--- config.mk ---
export PLATFORM = sky130hd
export DESIGN_NAME = rx_port_device_flat
export DESIGN_NICKNAME = d
export VERILOG_FILES = /design/src/rx_port_pkg.sv /design/src/rx_port_if.sv /design/src/rx_fifo.sv /design/src/rx_port_device.sv /design/src/flat_wrapper.sv
export VERILOG_INCLUDE_DIRS = /design/src
export SDC_FILE = /design/constraint.sdc
export NUM_CORES = 2
export LEC_CHECK = 0
export ABC_AREA = 1
export BUFFER_PORTS_ARGS = -buffer_cell sky130_fd_sc_hd__buf_2
export CAP_MARGIN = 20
export CORE_AREA = 2 2 579 466
export DETAILED_ROUTE_END_ITERATION = 16
export DIE_AREA = 0 0 581 468
export PLACE_DENSITY = 0.53
export SETUP_SLACK_MARGIN = 0.02
export SYNTH_ARGS = -nofsm -noshare
export SYNTH_HDL_FRONTEND = slang
export SYNTH_SLANG_ARGS = --single-unit
--- constraint.sdc ---
create_clock -name clk -period 3.9 [get_ports clk]
set_clock_uncertainty 0.1 [all_clocks]
set_input_delay 0.585 -clock clk [delete_from_list [all_inputs] [get_ports clk]]
set_output_delay 0.585 -clock clk [all_outputs]
set_load 0.03 [all_outputs]
--- src/rx_port_defs.svh ---
// Constants shared by both ends of the receive read port.
// Assumes it is included by bare name from the modules and the interface.
`ifndef RX_PORT_DEFS_SVH
`define RX_PORT_DEFS_SVH

// ====================================================================
// Link layout
`define RXP_ADDR_W 5
`define RXP_NULL_ADDR 5'h1f
`define RXP_PORT_COUNT 5'h04
`define RXP_DATA_W 16
`define RXP_DIRECT_W 4

// ====================================================================
// Stored word layout: {end flag, start flag, data}
`define RXP_WORD_W 18
`define RXP_SOP_BIT 16
`define RXP_EOP_BIT 17
`define RXP_FIFO_DEPTH 32

// ====================================================================
// Timing: link clock made by the controller from clk
`define RXP_CLK_NS 5
`define RXP_LINK_NS 50
`define RXP_LINK_HALF (`RXP_LINK_NS / `RXP_CLK_NS / 2)
`define RXP_CELL_WORDS 6'h1b

`endif

--- src/rx_port_pkg.sv ---
// Types shared by both ends of the receive read port.
// Assumes rx_port_defs.svh is on the include path.
package rx_port_pkg;

	// ================================================================
	// Transfer mode, fixed by configuration while running
	typedef enum logic [1:0] {
		MODE_CELL,
		MODE_PACKET,
		MODE_BYTE
	} xfer_mode_e;

	// ================================================================
	// Controller sequencing
	typedef enum logic [1:0] {
		HOST_IDLE,
		HOST_SELECT,
		HOST_XFER
	} host_state_e;

endpackage
--- src/rx_port_if.sv ---
// Link between the receive read port and its controller.
// Assumes the bench resolves shared wires from the enables.
`timescale 1ns/1ps
`include "rx_port_defs.svh"

interface rx_port_if;
	// Controller to device
	logic link_clk;
	logic rd_enb_n;
	logic [`RXP_ADDR_W-1:0] rd_addr;
	// Device to controller; data, start flag and valid each with its drive enable
	logic [`RXP_DATA_W-1:0] rx_data;
	logic rx_data_oe;
	logic rx_start_of_packet;
	logic rx_sop_oe;
	logic rx_data_valid;
	logic rx_valid_oe;
	logic rx_packet_available_polled;
	logic [`RXP_DIRECT_W-1:0] rx_packet_available_direct;

	modport device (
		input link_clk, rd_enb_n, rd_addr,
		output rx_data, rx_data_oe, rx_start_of_packet, rx_sop_oe,
		output rx_data_valid, rx_valid_oe,
		output rx_packet_available_polled, rx_packet_available_direct
	);

	modport host (
		output link_clk, rd_enb_n, rd_addr,
		input rx_data, rx_data_oe, rx_start_of_packet, rx_sop_oe,
		input rx_data_valid, rx_valid_oe,
		input rx_packet_available_polled, rx_packet_available_direct
	);
endinterface

--- src/rx_fifo.sv ---
// Synchronous FIFO with valid/ready on both sides.
// Assumes one clock and a synchronous active-low reset.
`timescale 1ns/1ps

module rx_fifo #(
	parameter int WIDTH = 18,
	parameter int DEPTH = 32
) (
	// Clock and reset
	input wire logic clk,
	input wire logic nrst,
	// Fill side
	input wire logic in_valid,
	output logic in_ready,
	input wire logic [WIDTH-1:0] in_data,
	// Drain side
	output logic out_valid,
	input wire logic out_ready,
	output logic [WIDTH-1:0] out_data
);
	localparam int AW = $clog2(DEPTH);

	logic [WIDTH-1:0] mem [DEPTH]; // Word storage
	logic [AW:0] wr_ptr; // Extra bit tells full from empty
	logic [AW:0] rd_ptr;
	logic push;
	logic pop;

	// ================================================================
	// Flags
	assign in_ready = (wr_ptr[AW] == rd_ptr[AW]) || (wr_ptr[AW-1:0] != rd_ptr[AW-1:0]);
	assign out_valid = (wr_ptr != rd_ptr);
	assign push = in_valid && in_ready;
	assign pop = out_valid && out_ready;
	// Head word shown without a read latency
	assign out_data = mem[rd_ptr[AW-1:0]];

	// Storage write; no reset needed for data
	always_ff @(posedge clk) begin
		if (push) begin
			mem[wr_ptr[AW-1:0]] <= in_data;
		end
	end

	// Write pointer
	always_ff @(posedge clk) begin
		if (!nrst) begin
			wr_ptr <= '0;
		end else if (push) begin
			wr_ptr <= wr_ptr + 1'b1;
		end
	end

	// Read pointer
	always_ff @(posedge clk) begin
		if (!nrst) begin
			rd_ptr <= '0;
		end else if (pop) begin
			rd_ptr <= rd_ptr + 1'b1;
		end
	end
endmodule

--- src/rx_port_device.sv ---
// Receive read port of a four-channel device: per-channel FIFOs
// drained by an external controller over the link.
// Assumes the link clock comes from the controller and is sampled here.
`timescale 1ns/1ps
`include "rx_port_defs.svh"

module rx_port_device (
	// Clock and reset
	input wire logic clk,
	input wire logic nrst,
	// Configuration, held constant while running
	input rx_port_pkg::xfer_mode_e mode,
	// Word source feeding the channel FIFOs
	input wire logic in_valid,
	output logic in_ready,
	input wire logic [1:0] in_chan,
	input wire logic [`RXP_DATA_W-1:0] in_data,
	input wire logic in_sop,
	input wire logic in_eop,
	// Link to the controller
	rx_port_if.device link
);
	// ================================================================
	// Declarations
	logic [6:0] pin_s1; // First stage, read only by pin_s2
	logic [6:0] pin_s2;
	logic [6:0] pin_s3;
	logic link_lvl; // Settled level of the link clock
	logic link_edge; // One-cycle pulse per link rising edge
	logic enb_n; // Sampled read enable, active low
	logic [`RXP_ADDR_W-1:0] addr; // Sampled read address
	logic [`RXP_ADDR_W-1:0] sel; // Latched channel address
	logic done; // Packet ended, wait for reselection
	logic [`RXP_ADDR_W-1:0] rd_chan; // Channel used this edge
	logic drive; // Outputs driven this edge
	logic word_ok; // A word is taken from a FIFO this edge
	logic [3:0] fifo_in_ready;
	logic [3:0] fifo_valid;
	logic [3:0] pop;
	logic [3:0] avail; // Packet available per channel
	logic [`RXP_WORD_W-1:0] fifo_word [4];
	logic [`RXP_WORD_W-1:0] head; // Head word of rd_chan
	logic [5:0] eop_cnt [4]; // Whole packets held per channel

	// Address hits one of our own ports; null is above the range
	function automatic logic port_hit(input logic [`RXP_ADDR_W-1:0] a);
		port_hit = (a < `RXP_PORT_COUNT);
	endfunction

	// ================================================================
	// Link input sampling
	// Clock, enable and address share one pipeline so that the values
	// seen at an edge are the ones that stood at that edge.
	always_ff @(posedge clk) begin
		if (!nrst) begin
			pin_s1 <= 7'h00;
			pin_s2 <= 7'h00;
			pin_s3 <= 7'h00;
		end else begin
			pin_s1 <= {link.link_clk, link.rd_enb_n, link.rd_addr};
			pin_s2 <= pin_s1;
			pin_s3 <= pin_s2;
		end
	end

	// Link clock level counts once stages two and three agree
	always_ff @(posedge clk) begin
		if (!nrst) begin
			link_lvl <= 1'b0;
		end else if (pin_s2[6] == pin_s3[6]) begin
			link_lvl <= pin_s3[6];
		end
	end

	assign link_edge = (pin_s2[6] == pin_s3[6]) && pin_s3[6] && !link_lvl;
	assign enb_n = pin_s3[5];
	assign addr = pin_s3[4:0];

	// ================================================================
	// Channel FIFOs
	// A FIFO that fills stalls the source through in_ready; overflow
	// protection otherwise relies on the controller reading in time.
	assign in_ready = fifo_in_ready[in_chan];

	genvar g;
	generate
		for (g = 0; g < 4; g++) begin : gen_chan
			logic push_eop;
			logic pop_eop;

			rx_fifo #(
				.WIDTH(`RXP_WORD_W),
				.DEPTH(`RXP_FIFO_DEPTH)
			) u_fifo (
				.clk(clk),
				.nrst(nrst),
				.in_valid(in_valid && (in_chan == 2'(g))),
				.in_ready(fifo_in_ready[g]),
				.in_data({in_eop, in_sop, in_data}),
				.out_valid(fifo_valid[g]),
				.out_ready(pop[g]),
				.out_data(fifo_word[g])
			);

			assign push_eop = in_valid && fifo_in_ready[g] && (in_chan == 2'(g)) && in_eop;
			assign pop_eop = pop[g] && fifo_word[g][`RXP_EOP_BIT];

			// Count complete packets; a full FIFO also counts as available
			always_ff @(posedge clk) begin
				if (!nrst) begin
					eop_cnt[g] <= 6'h00;
				end else begin
					case ({push_eop, pop_eop})
						2'b10: eop_cnt[g] <= eop_cnt[g] + 6'h01;
						2'b01: eop_cnt[g] <= eop_cnt[g] - 6'h01;
						default: eop_cnt[g] <= eop_cnt[g];
					endcase
				end
			end

			assign avail[g] = (eop_cnt[g] != 6'h00) || !fifo_in_ready[g];
			assign pop[g] = link_edge && word_ok && (rd_chan[1:0] == 2'(g));
		end
	endgenerate

	// ================================================================
	// Read decision for the current edge
	// The mode input is not latched and is also read by the selection,
	// done, valid and availability blocks; changing it while running is not supported.
	always_comb begin
		rd_chan = sel;
		drive = 1'b0;
		word_ok = 1'b0;
		case (mode)
			rx_port_pkg::MODE_CELL: begin
				// Enable low reads the latched channel
				drive = !enb_n && port_hit(sel);
				word_ok = drive;
			end
			rx_port_pkg::MODE_PACKET: begin
				// Channel fixed during transfer; address only polls
				drive = !enb_n && port_hit(sel);
				word_ok = drive && !done;
			end
			rx_port_pkg::MODE_BYTE: begin
				// Channel taken from the address of this very edge
				rd_chan = addr;
				drive = !enb_n && port_hit(addr);
				word_ok = drive;
			end
			default: begin
				drive = 1'b0;
			end
		endcase
		head = fifo_word[rd_chan[1:0]];
		// An empty FIFO gives no word
		word_ok = word_ok && fifo_valid[rd_chan[1:0]];
	end

	// ================================================================
	// Channel selection
	// Latched only while enable is high, so a paused transfer keeps
	// its channel when the controller holds the same address.
	always_ff @(posedge clk) begin
		if (!nrst) begin
			sel <= `RXP_NULL_ADDR;
		end else if (link_edge && enb_n && (mode != rx_port_pkg::MODE_BYTE)) begin
			sel <= addr;
		end
	end

	// End of packet blocks further words until a new selection phase
	always_ff @(posedge clk) begin
		if (!nrst) begin
			done <= 1'b0;
		end else if (link_edge) begin
			if (enb_n) begin
				done <= 1'b0;
			end else if (word_ok && head[`RXP_EOP_BIT] && (mode == rx_port_pkg::MODE_PACKET)) begin
				done <= 1'b1;
			end
		end
	end

	// ================================================================
	// Data, start flag and enables, updated on link edges only
	always_ff @(posedge clk) begin
		if (!nrst) begin
			link.rx_data <= 16'h0000;
			link.rx_data_oe <= 1'b0;
			link.rx_start_of_packet <= 1'b0;
			link.rx_sop_oe <= 1'b0;
		end else if (link_edge) begin
			// Tristate on enable high or on an address not ours
			link.rx_data_oe <= drive;
			link.rx_sop_oe <= drive;
			if (word_ok) begin
				link.rx_data <= head[`RXP_DATA_W-1:0];
			end
			// Set only with the first word of each packet
			link.rx_start_of_packet <= word_ok && head[`RXP_SOP_BIT];
		end
	end

	// Valid flag: driven in packet modes, tristated in cell mode
	always_ff @(posedge clk) begin
		if (!nrst) begin
			link.rx_data_valid <= 1'b0;
			link.rx_valid_oe <= 1'b0;
		end else if (link_edge) begin
			link.rx_valid_oe <= (mode != rx_port_pkg::MODE_CELL);
			link.rx_data_valid <= word_ok && (mode != rx_port_pkg::MODE_CELL);
		end
	end

	// ================================================================
	// Availability: polled by address, or direct in byte level mode
	always_ff @(posedge clk) begin
		if (!nrst) begin
			link.rx_packet_available_polled <= 1'b0;
			link.rx_packet_available_direct <= 4'h0;
		end else if (link_edge) begin
			// Polling answers in every phase, never for null
			link.rx_packet_available_polled <= (mode != rx_port_pkg::MODE_BYTE) && port_hit(addr)
				&& avail[addr[1:0]];
			if (mode == rx_port_pkg::MODE_BYTE) begin
				link.rx_packet_available_direct <= avail;
			end else begin
				link.rx_packet_available_direct <= 4'h0;
			end
		end
	end
endmodule

--- src/flat_wrapper.sv ---
// flat-port wrapper written by rule: the top's interface ports become plain ports
module rx_port_device_flat 
  (clk, nrst, mode, in_valid, in_ready, in_chan, in_data, in_sop, in_eop, link_link_clk, link_rd_enb_n, link_rd_addr, link_rx_data, link_rx_data_oe, link_rx_start_of_packet, link_rx_sop_oe, link_rx_data_valid, link_rx_valid_oe, link_rx_packet_available_polled, link_rx_packet_available_direct);
  rx_port_if link_i ();
  input wire logic clk;
  input wire logic nrst;
  input rx_port_pkg::xfer_mode_e mode;
  input wire logic in_valid;
  output logic in_ready;
  input wire logic [1:0] in_chan;
  input wire logic [`RXP_DATA_W-1:0] in_data;
  input wire logic in_sop;
  input wire logic in_eop;
  input wire logic [$bits(link_i.link_clk)-1:0] link_link_clk;
  input wire logic [$bits(link_i.rd_enb_n)-1:0] link_rd_enb_n;
  input wire logic [$bits(link_i.rd_addr)-1:0] link_rd_addr;
  output wire logic [$bits(link_i.rx_data)-1:0] link_rx_data;
  output wire logic [$bits(link_i.rx_data_oe)-1:0] link_rx_data_oe;
  output wire logic [$bits(link_i.rx_start_of_packet)-1:0] link_rx_start_of_packet;
  output wire logic [$bits(link_i.rx_sop_oe)-1:0] link_rx_sop_oe;
  output wire logic [$bits(link_i.rx_data_valid)-1:0] link_rx_data_valid;
  output wire logic [$bits(link_i.rx_valid_oe)-1:0] link_rx_valid_oe;
  output wire logic [$bits(link_i.rx_packet_available_polled)-1:0] link_rx_packet_available_polled;
  output wire logic [$bits(link_i.rx_packet_available_direct)-1:0] link_rx_packet_available_direct;
  assign link_i.link_clk = link_link_clk;
  assign link_i.rd_enb_n = link_rd_enb_n;
  assign link_i.rd_addr = link_rd_addr;
  assign link_rx_data = link_i.rx_data;
  assign link_rx_data_oe = link_i.rx_data_oe;
  assign link_rx_start_of_packet = link_i.rx_start_of_packet;
  assign link_rx_sop_oe = link_i.rx_sop_oe;
  assign link_rx_data_valid = link_i.rx_data_valid;
  assign link_rx_valid_oe = link_i.rx_valid_oe;
  assign link_rx_packet_available_polled = link_i.rx_packet_available_polled;
  assign link_rx_packet_available_direct = link_i.rx_packet_available_direct;
  rx_port_device u_core (.clk(clk), .nrst(nrst), .mode(mode), .in_valid(in_valid), .in_ready(in_ready), .in_chan(in_chan), .in_data(in_data), .in_sop(in_sop), .in_eop(in_eop), .link(link_i));
endmodule
After elaboration in Yosys (flattened, before gate mapping)
Memories as Yosys holds them, arrays and structs flattened. A register that Yosys moved wholly into a read port is not among the register bits.
Cells that the tools add are included.
{ "word_totals": {"regBits": 101, "ramBits": 2328, "in_bits": 32, "out_inout_bits": 27, "word_cells": 249, "n_memories": 5} }
{ "mem_list": {"columns": ["memory", "depth", "width", "read_ports", "rd_ports_with_merged_regs", "wr", "line", "rtl"], "rows": [
  ["u_core.gen_chan[0].u_fifo.mem", 32, 18, 1, 1, 1, "rx_fifo.sv:23", "logic [WIDTH-1:0] mem [DEPTH];"],
  ["u_core.gen_chan[1].u_fifo.mem", 32, 18, 1, 1, 1, "rx_fifo.sv:23", null],
  ["u_core.gen_chan[2].u_fifo.mem", 32, 18, 1, 1, 1, "rx_fifo.sv:23", null],
  ["u_core.gen_chan[3].u_fifo.mem", 32, 18, 1, 1, 1, "rx_fifo.sv:23", null],
  ["u_core.eop_cnt", 4, 6, 4, 0, 4, "rx_port_device.sv:43", "logic [5:0] eop_cnt [4];"]
]} }
{ "classes": {"add_sub_neg": 16, "order_cmp": 6, "n_eq_ne": 30, "n_mux": 80, "bitwise_logic": 13, "reduce_logical": 78} }
{ "op_table": {"columns": ["operator", "count"], "rows": [
  ["$add A6 B1 Y6 const B", 12],
  ["$mux W6", 12],
  ["$mux W1", 50],
  ["$logic_and A1 B1 Y1", 47],
  ["$mux W5", 8],
  ["$bmux W18 S2", 1],
  ["$mux W18", 2],
  ["$ne A6 B6 Y1", 4],
  ["$reduce_bool A6 Y1", 4],
  ["$sub A6 B1 Y6 const B", 4],
  ["$ne A5 B5 Y1", 4],
  ["$eq A2 B2 Y1 const B", 9],
  ["$eq A2 B1 Y1 const B", 7],
  ["$or A1 B1 Y1", 12],
  ["$lt A5 B3 Y1 const B", 2],
  ["$reduce_or A2 Y1", 5],
  ["$lt A2 B3 Y1 const B", 3],
  ["$logic_or A1 B1 Y1", 8],
  ["$logic_not A1 Y1", 7],
  ["$bmux W1 S2", 3],
  ["$logic_not A2 Y1", 3],
  ["$eq A1 B1 Y1", 5],
  ["$mux W4", 1],
  ["$reduce_and A2 Y1", 2],
  ["7 further kinds", 8]
]} }

Depth between registers and ports, before layout
{ "depth": {"word_depth": 15, "ltp_mapped": 25, "mapped_depth_nobuf": 25} }

Modules after synthesis
Synthesis repeated with hierarchy kept, for this count alone.
{ "unflattened": {"cells_unflattened": 8932, "hier_area_um2": 101172.0} }
{ "by_module_without_submodules": {"columns": ["module", "instances", "cells_each", "area_per_inst_um2", "seq_area_each_um2"], "rows": [
  ["rx_fifo", 4, 2071, 24161.9, 17636.9],
  ["rx_port_device", 1, 648, 4524.3, 1781.7]
]} }

Worst setup path before layout
Ideal clock, no wire load.
{ "synth_timing": {"path_kind": "input to register", "start": "input port mode[0]", "end": "memory u_core.eop_cnt[2][5], in the netlist u_core.eop_cnt[1][5] (data pin)", "setup_time_ns": 0.253, "arrival_time_ns": 3.072, "t_required_ns": 3.547, "slack_ns": 0.475, "stages": 24, "cell_sequence": "inv_2 -> nand2_4 -> o21ai_1 -> nor2_1 -> nand3_1 -> nand3_2 -> nor2_4 -> nand2_4 -> nor2_4 -> nand2_1 -> inv_1 -> ha_1 -> nand2_1 -> inv_1 -> ha_1 -> a21oi_1 -> inv_1 -> a31oi_1 -> nor2_1 -> o21a_1 -> nor2_1 -> xor2_1 -> inv_1 -> nor2_1"} }
{ "synth_rtl": {"columns": ["element", "line", "rtl"], "rows": [
  ["start, declared", "flat_wrapper.sv:7", "input rx_port_pkg::xfer_mode_e mode;"],
  ["end, declared", "rx_port_device.sv:43", null]
]} }

==> results.tsv <==
metric	value	unit
Comb pwr share	0.021	
critical path's slowest cell	dfxtp_4	
CP peak stage delay	0.36	ns
Port-buffer cells	58	
# rows	170	
Post-Syn Instances	8889	
Max clock buf depth	4	
post-DP HPWL	178.8	mm
worst hold path type	in2reg	
initial DRC count	8006	
crit path cell chain	clkinv_2 -> nand3_1 -> nand2_1 -> nand2_1 -> nand3_1 -> nand3_1 -> nand2_1 -> nand2_1 -> inv_1 -> ha_1 -> nand2_1 -> inv_1 -> ha_1 -> a21oi_1 -> inv_1 -> a31oi_1 -> nor2_1 -> o21a_1 -> nor2_1 -> xor2_1 -> inv_1 -> nor2_1	
drc violations	0	
GRT overflow	0	
initial antenna violation count	17	
Max transition margin	0.2553	
cts bufs inserted	234	
Core Box Area	0.2665	mm²
status	completed	
worst supply voltage drop on vdd	362.1	µV
sw frac	0.2076	
# clock sinks	2449	
die width	581	µm
unrepaired setup endpoints after global routing	false	
post-synthesis adder-cell area fraction	0.005427	
Final ANT Viol Nets	0	
period utilization	0.9134	
final setup fails	0	
post-synthesis sequential area ratio	0.7195	
Pint	40970	µW
Initial Util	0.3772	
I/O Pins	59	
CTS tree	yes	
vias in the first global route	62173	
CTS clock-pin slew for the worst setup and hold paths	0.07	ns
min cycle time layout	3.562	ns
Routed WL per cell	23.58	µm
crit end category	flip-flop	
Net Count, Synth	8964	
clock share of power	0.422	
Final Routed Wirelength	301.0	mm
CP required	4.57	ns
largest net degree at the start of global routing	129	
PD cells	452.3	mW/mm²
area delta synth->final	13.72	%
worst slew pin tran	1.108	ns
Crit Path Category	reg2reg	
CTS Root Buffer Type	clkbuf_16	
critical path launch point type	flip-flop	
XOR/XNOR Fraction of Synth Area	0.004095	
Setup TNS Final	0	ns
CP most frequent cell	nand2_1	
Vias	67350	
Post-Syn Area	0.1005	mm²
max-slew violations	0	
Final GP Congestion	0.8871	
GR Util All Layers	0.2163	
largest family of logic cells by synthesized area	simple AND/OR/NAND/NOR gates	
vias per cell	5.276	
total die area	0.2719	mm²
Reg power frac	0.558	
share of cells above drive strength 1	0.09201	
mean area per synthesized cell	11.31	µm²
max-cap violation count	0	
Worst-Skew Late Latency	0.90	ns
proportion of synthesized area in mux cells	0	
simple logic cell fraction of the synthesized area	0.2102	
crit path max fanout	17	
first-pass GRT wire length	438.6	mm
unique cell type count in the Yosys netlist	41	
Worst EP arrival	4.23	ns
Max Clk Rate	280.7	MHz
Psw	10730	µW
Die H	468	µm
Seq cells post-synth	2449	
Final Hold Viols	0	
Synth Area in Compound Gates	0.02579	
H-tree depth	4	
YS warnings	0	
Core Util, Final	0.4289	
leak pwr	0.04140	µW
TritonRoute pass-1 iters	6	
Final #Nets	9132	
[cell families (layout without fill, tap and decap cells)]
| family | count (synthesis) | in the layout |
|---|---|---|
| and+or+nand+nor | 5009 | 5009 |
| DFF | 2449 | 2449 |
| buffers and inverters | 880 | 1229 |
| AOI/OAI and AO/OA | 461 | 461 |
| xor gates and xnor gates | 47 | 47 |
| adders and majority gates | 43 | 43 |
| other | 0 | 2 |
[Yosys cell counts]
| library cell | number | area share |
|---|---|---|
| nand2_1 | 2885 | 0.11 |
| edfxtp_1 | 2328 | 0.70 |
| nand3_1 | 1677 | 0.083 |
| nor2_1 | 367 | 0.014 |
| inv_1 | 345 | 0.013 |
| clkbuf_1 | 300 | 0.011 |
| a21oi_1 | 218 | 0.011 |
| buf_2 | 144 | 0.0072 |
| dfxtp_1 | 121 | 0.024 |
| o21ai_0 | 112 | 0.0056 |
| buf_1 | 66 | 0.0025 |
| o31ai_1 | 64 | 0.0048 |
| ha_1 | 42 | 0.0052 |
| xor2_1 | 35 | 0.0030 |
| o211ai_1 | 33 | 0.0025 |
| or2_2 | 26 | 0.0016 |
| nor3_1 | 25 | 0.0012 |
| o21ai_1 | 21 | 0.0010 |
| xnor2_1 | 12 | 0.0010 |
| inv_2 | 10 | 0.00037 |
| clkinv_1 | 8 | 0.00030 |
| nand4_1 | 8 | 0.00050 |
| nor2_4 | 7 | 0.00078 |
| nand2_2 | 4 | 0.00025 |
| a32o_1 | 3 | 0.00030 |
| and3_1 | 3 | 0.00019 |
| buf_6 | 3 | 0.00034 |
| nand3b_1 | 3 | 0.00022 |
| o32ai_1 | 3 | 0.00026 |
| a31oi_1 | 2 | 0.00012 |
| buf_4 | 2 | 0.00015 |
| nand2_4 | 2 | 0.00022 |
| o21ai_2 | 2 | 0.00017 |
| a22oi_1 | 1 | 0.000075 |
| clkbuf_2 | 1 | 0.000050 |
| fa_1 | 1 | 0.00020 |
| inv_6 | 1 | 0.000087 |
| nand3_2 | 1 | 0.00010 |
| nand4_2 | 1 | 0.00012 |
| o21a_1 | 1 | 0.000075 |
| o22ai_1 | 1 | 0.000062 |
[final timing paths]
path	from	end	slack [ns]	cells after the start
worst max-delay path	flip-flop	u_core.eop_cnt[1][5]$_SDFFCE_PP0P_	0.34	22
worst min register to register	u_core.pin_s1[6]$_SDFF_PN0_	u_core.pin_s2[6]$_SDFF_PN0_	0.31	2
worst max register to register	flip-flop	u_core.eop_cnt[1][5]$_SDFFCE_PP0P_	0.34	22
worst min-delay path	in_data[4]	u_core.gen_chan[3].u_fifo.mem[11][4]$_DFFE_PP_	0.04	1
[layer usage]
layer	vias up	wire, µm	GRT usage
met3	370	22240	0.03235
met5	-	34	0
met2	2452	131700	0.3219
met1	33377	140400	0.3322
met4	6	6632	0.04761
li1	31145	-	-
[sequential cells by signal (all words and copies together) (netlist names), 4 cells and up, named ones only]
name and cells:
u_core.link.rx_data 16, u_core.sel 5, u_core.gen_chan.u_fifo.rd_ptr 24, u_core.eop_cnt 24, u_core.pin_s2 7, u_core.pin_s1 7, u_core.gen_chan.u_fifo.wr_ptr 24, u_core.link.rx_packet_available_direct 4
u_core.pin_s3 7, u_core.gen_chan.u_fifo.mem 2304
[cell type report]
cell class | count | area [µm²]
antenna | 2 | 5.005
clock buffer | 326 | 6395
clock inverter | 91 | 689.4
fill | 24737 | 152200
inverter | 364 | 1411
multi-input combinational | 5560 | 24800
sequential | 2449 | 72370
tap | 3526 | 4412
timing repair buffer | 448 | 4234
[cells in the final DEF, fill, tap and decap left out, types with 28 or more instances in the layout]
| master | count |
|---|---|
| clkbuf_1 | 76 |
| buf_4 | 314 |
| clkbuf_16 | 237 |
| clkinv_2 | 28 |
| o31ai_1 | 64 |
| nand2_1 | 2885 |
| o21ai_0 | 112 |
| a21oi_1 | 218 |
| nor2_1 | 333 |
| clkinv_1 | 50 |
| inv_1 | 343 |
| buf_2 | 39 |
| nor2_2 | 34 |
| buf_12 | 71 |
| nand3_1 | 1677 |
| dfxtp_1 | 108 |
| ha_1 | 42 |
| xor2_1 | 35 |
| edfxtp_1 | 2328 |
| o211ai_1 | 33 |
[worst max-delay path, delay by kind of cell (launching register included)]
family          cells  cell delay [ns]
fa+ha+maj           2             0.48
compound gates      3             0.52
xor+xnor            1             0.16
simple gates       11             1.25
flops               1             0.36
buf+inv             5             0.56
[timing repair]
action,in CTS,in global routing
buffers inserted,0,1
hold buffers,8,0
hold endpoints to repair,19,0
gates resized for setup,0,1
endpoints found under the setup margin,0,1
[metrics by stage]
| stage | hold slack [ns] | std cells | setup WS (ns) | instance area [µm²] | power (µW) |
|---|---|---|---|---|---|
| CTS | 0.01505 | 12763 | 0.2123 | 114300 | 52110 |
| global placement | 0.2983 | 12338 | 0.1324 | 107100 | 30450 |
| finish | 0.04285 | 12766 | 0.3377 | 114300 | 51700 |
| floorplan | 0.2905 | 8889 | 0.4746 | 100500 | 29640 |
| global route | 0.03289 | 12764 | 0.03475 | 114300 | 53080 |
| detailed placement | 0.3012 | 12338 | 0.1651 | 107100 | 30470 |
[power by group through the flow]
| stage | Combinational [µW] | Sequential (µW) | Clock (µW) |
|---|---|---|---|
| after CTS | 1070 | 28800 | 22200 |
| after global placement | 1050 | 29400 | 0 |
| after floorplan | 233 | 29400 | 0 |
| after global routing | 1130 | 28800 | 23100 |
| final | 1060 | 28800 | 21800 |
| after detailed placement | 1070 | 29400 | 0 |
Power figures use the tool's default switching activity.
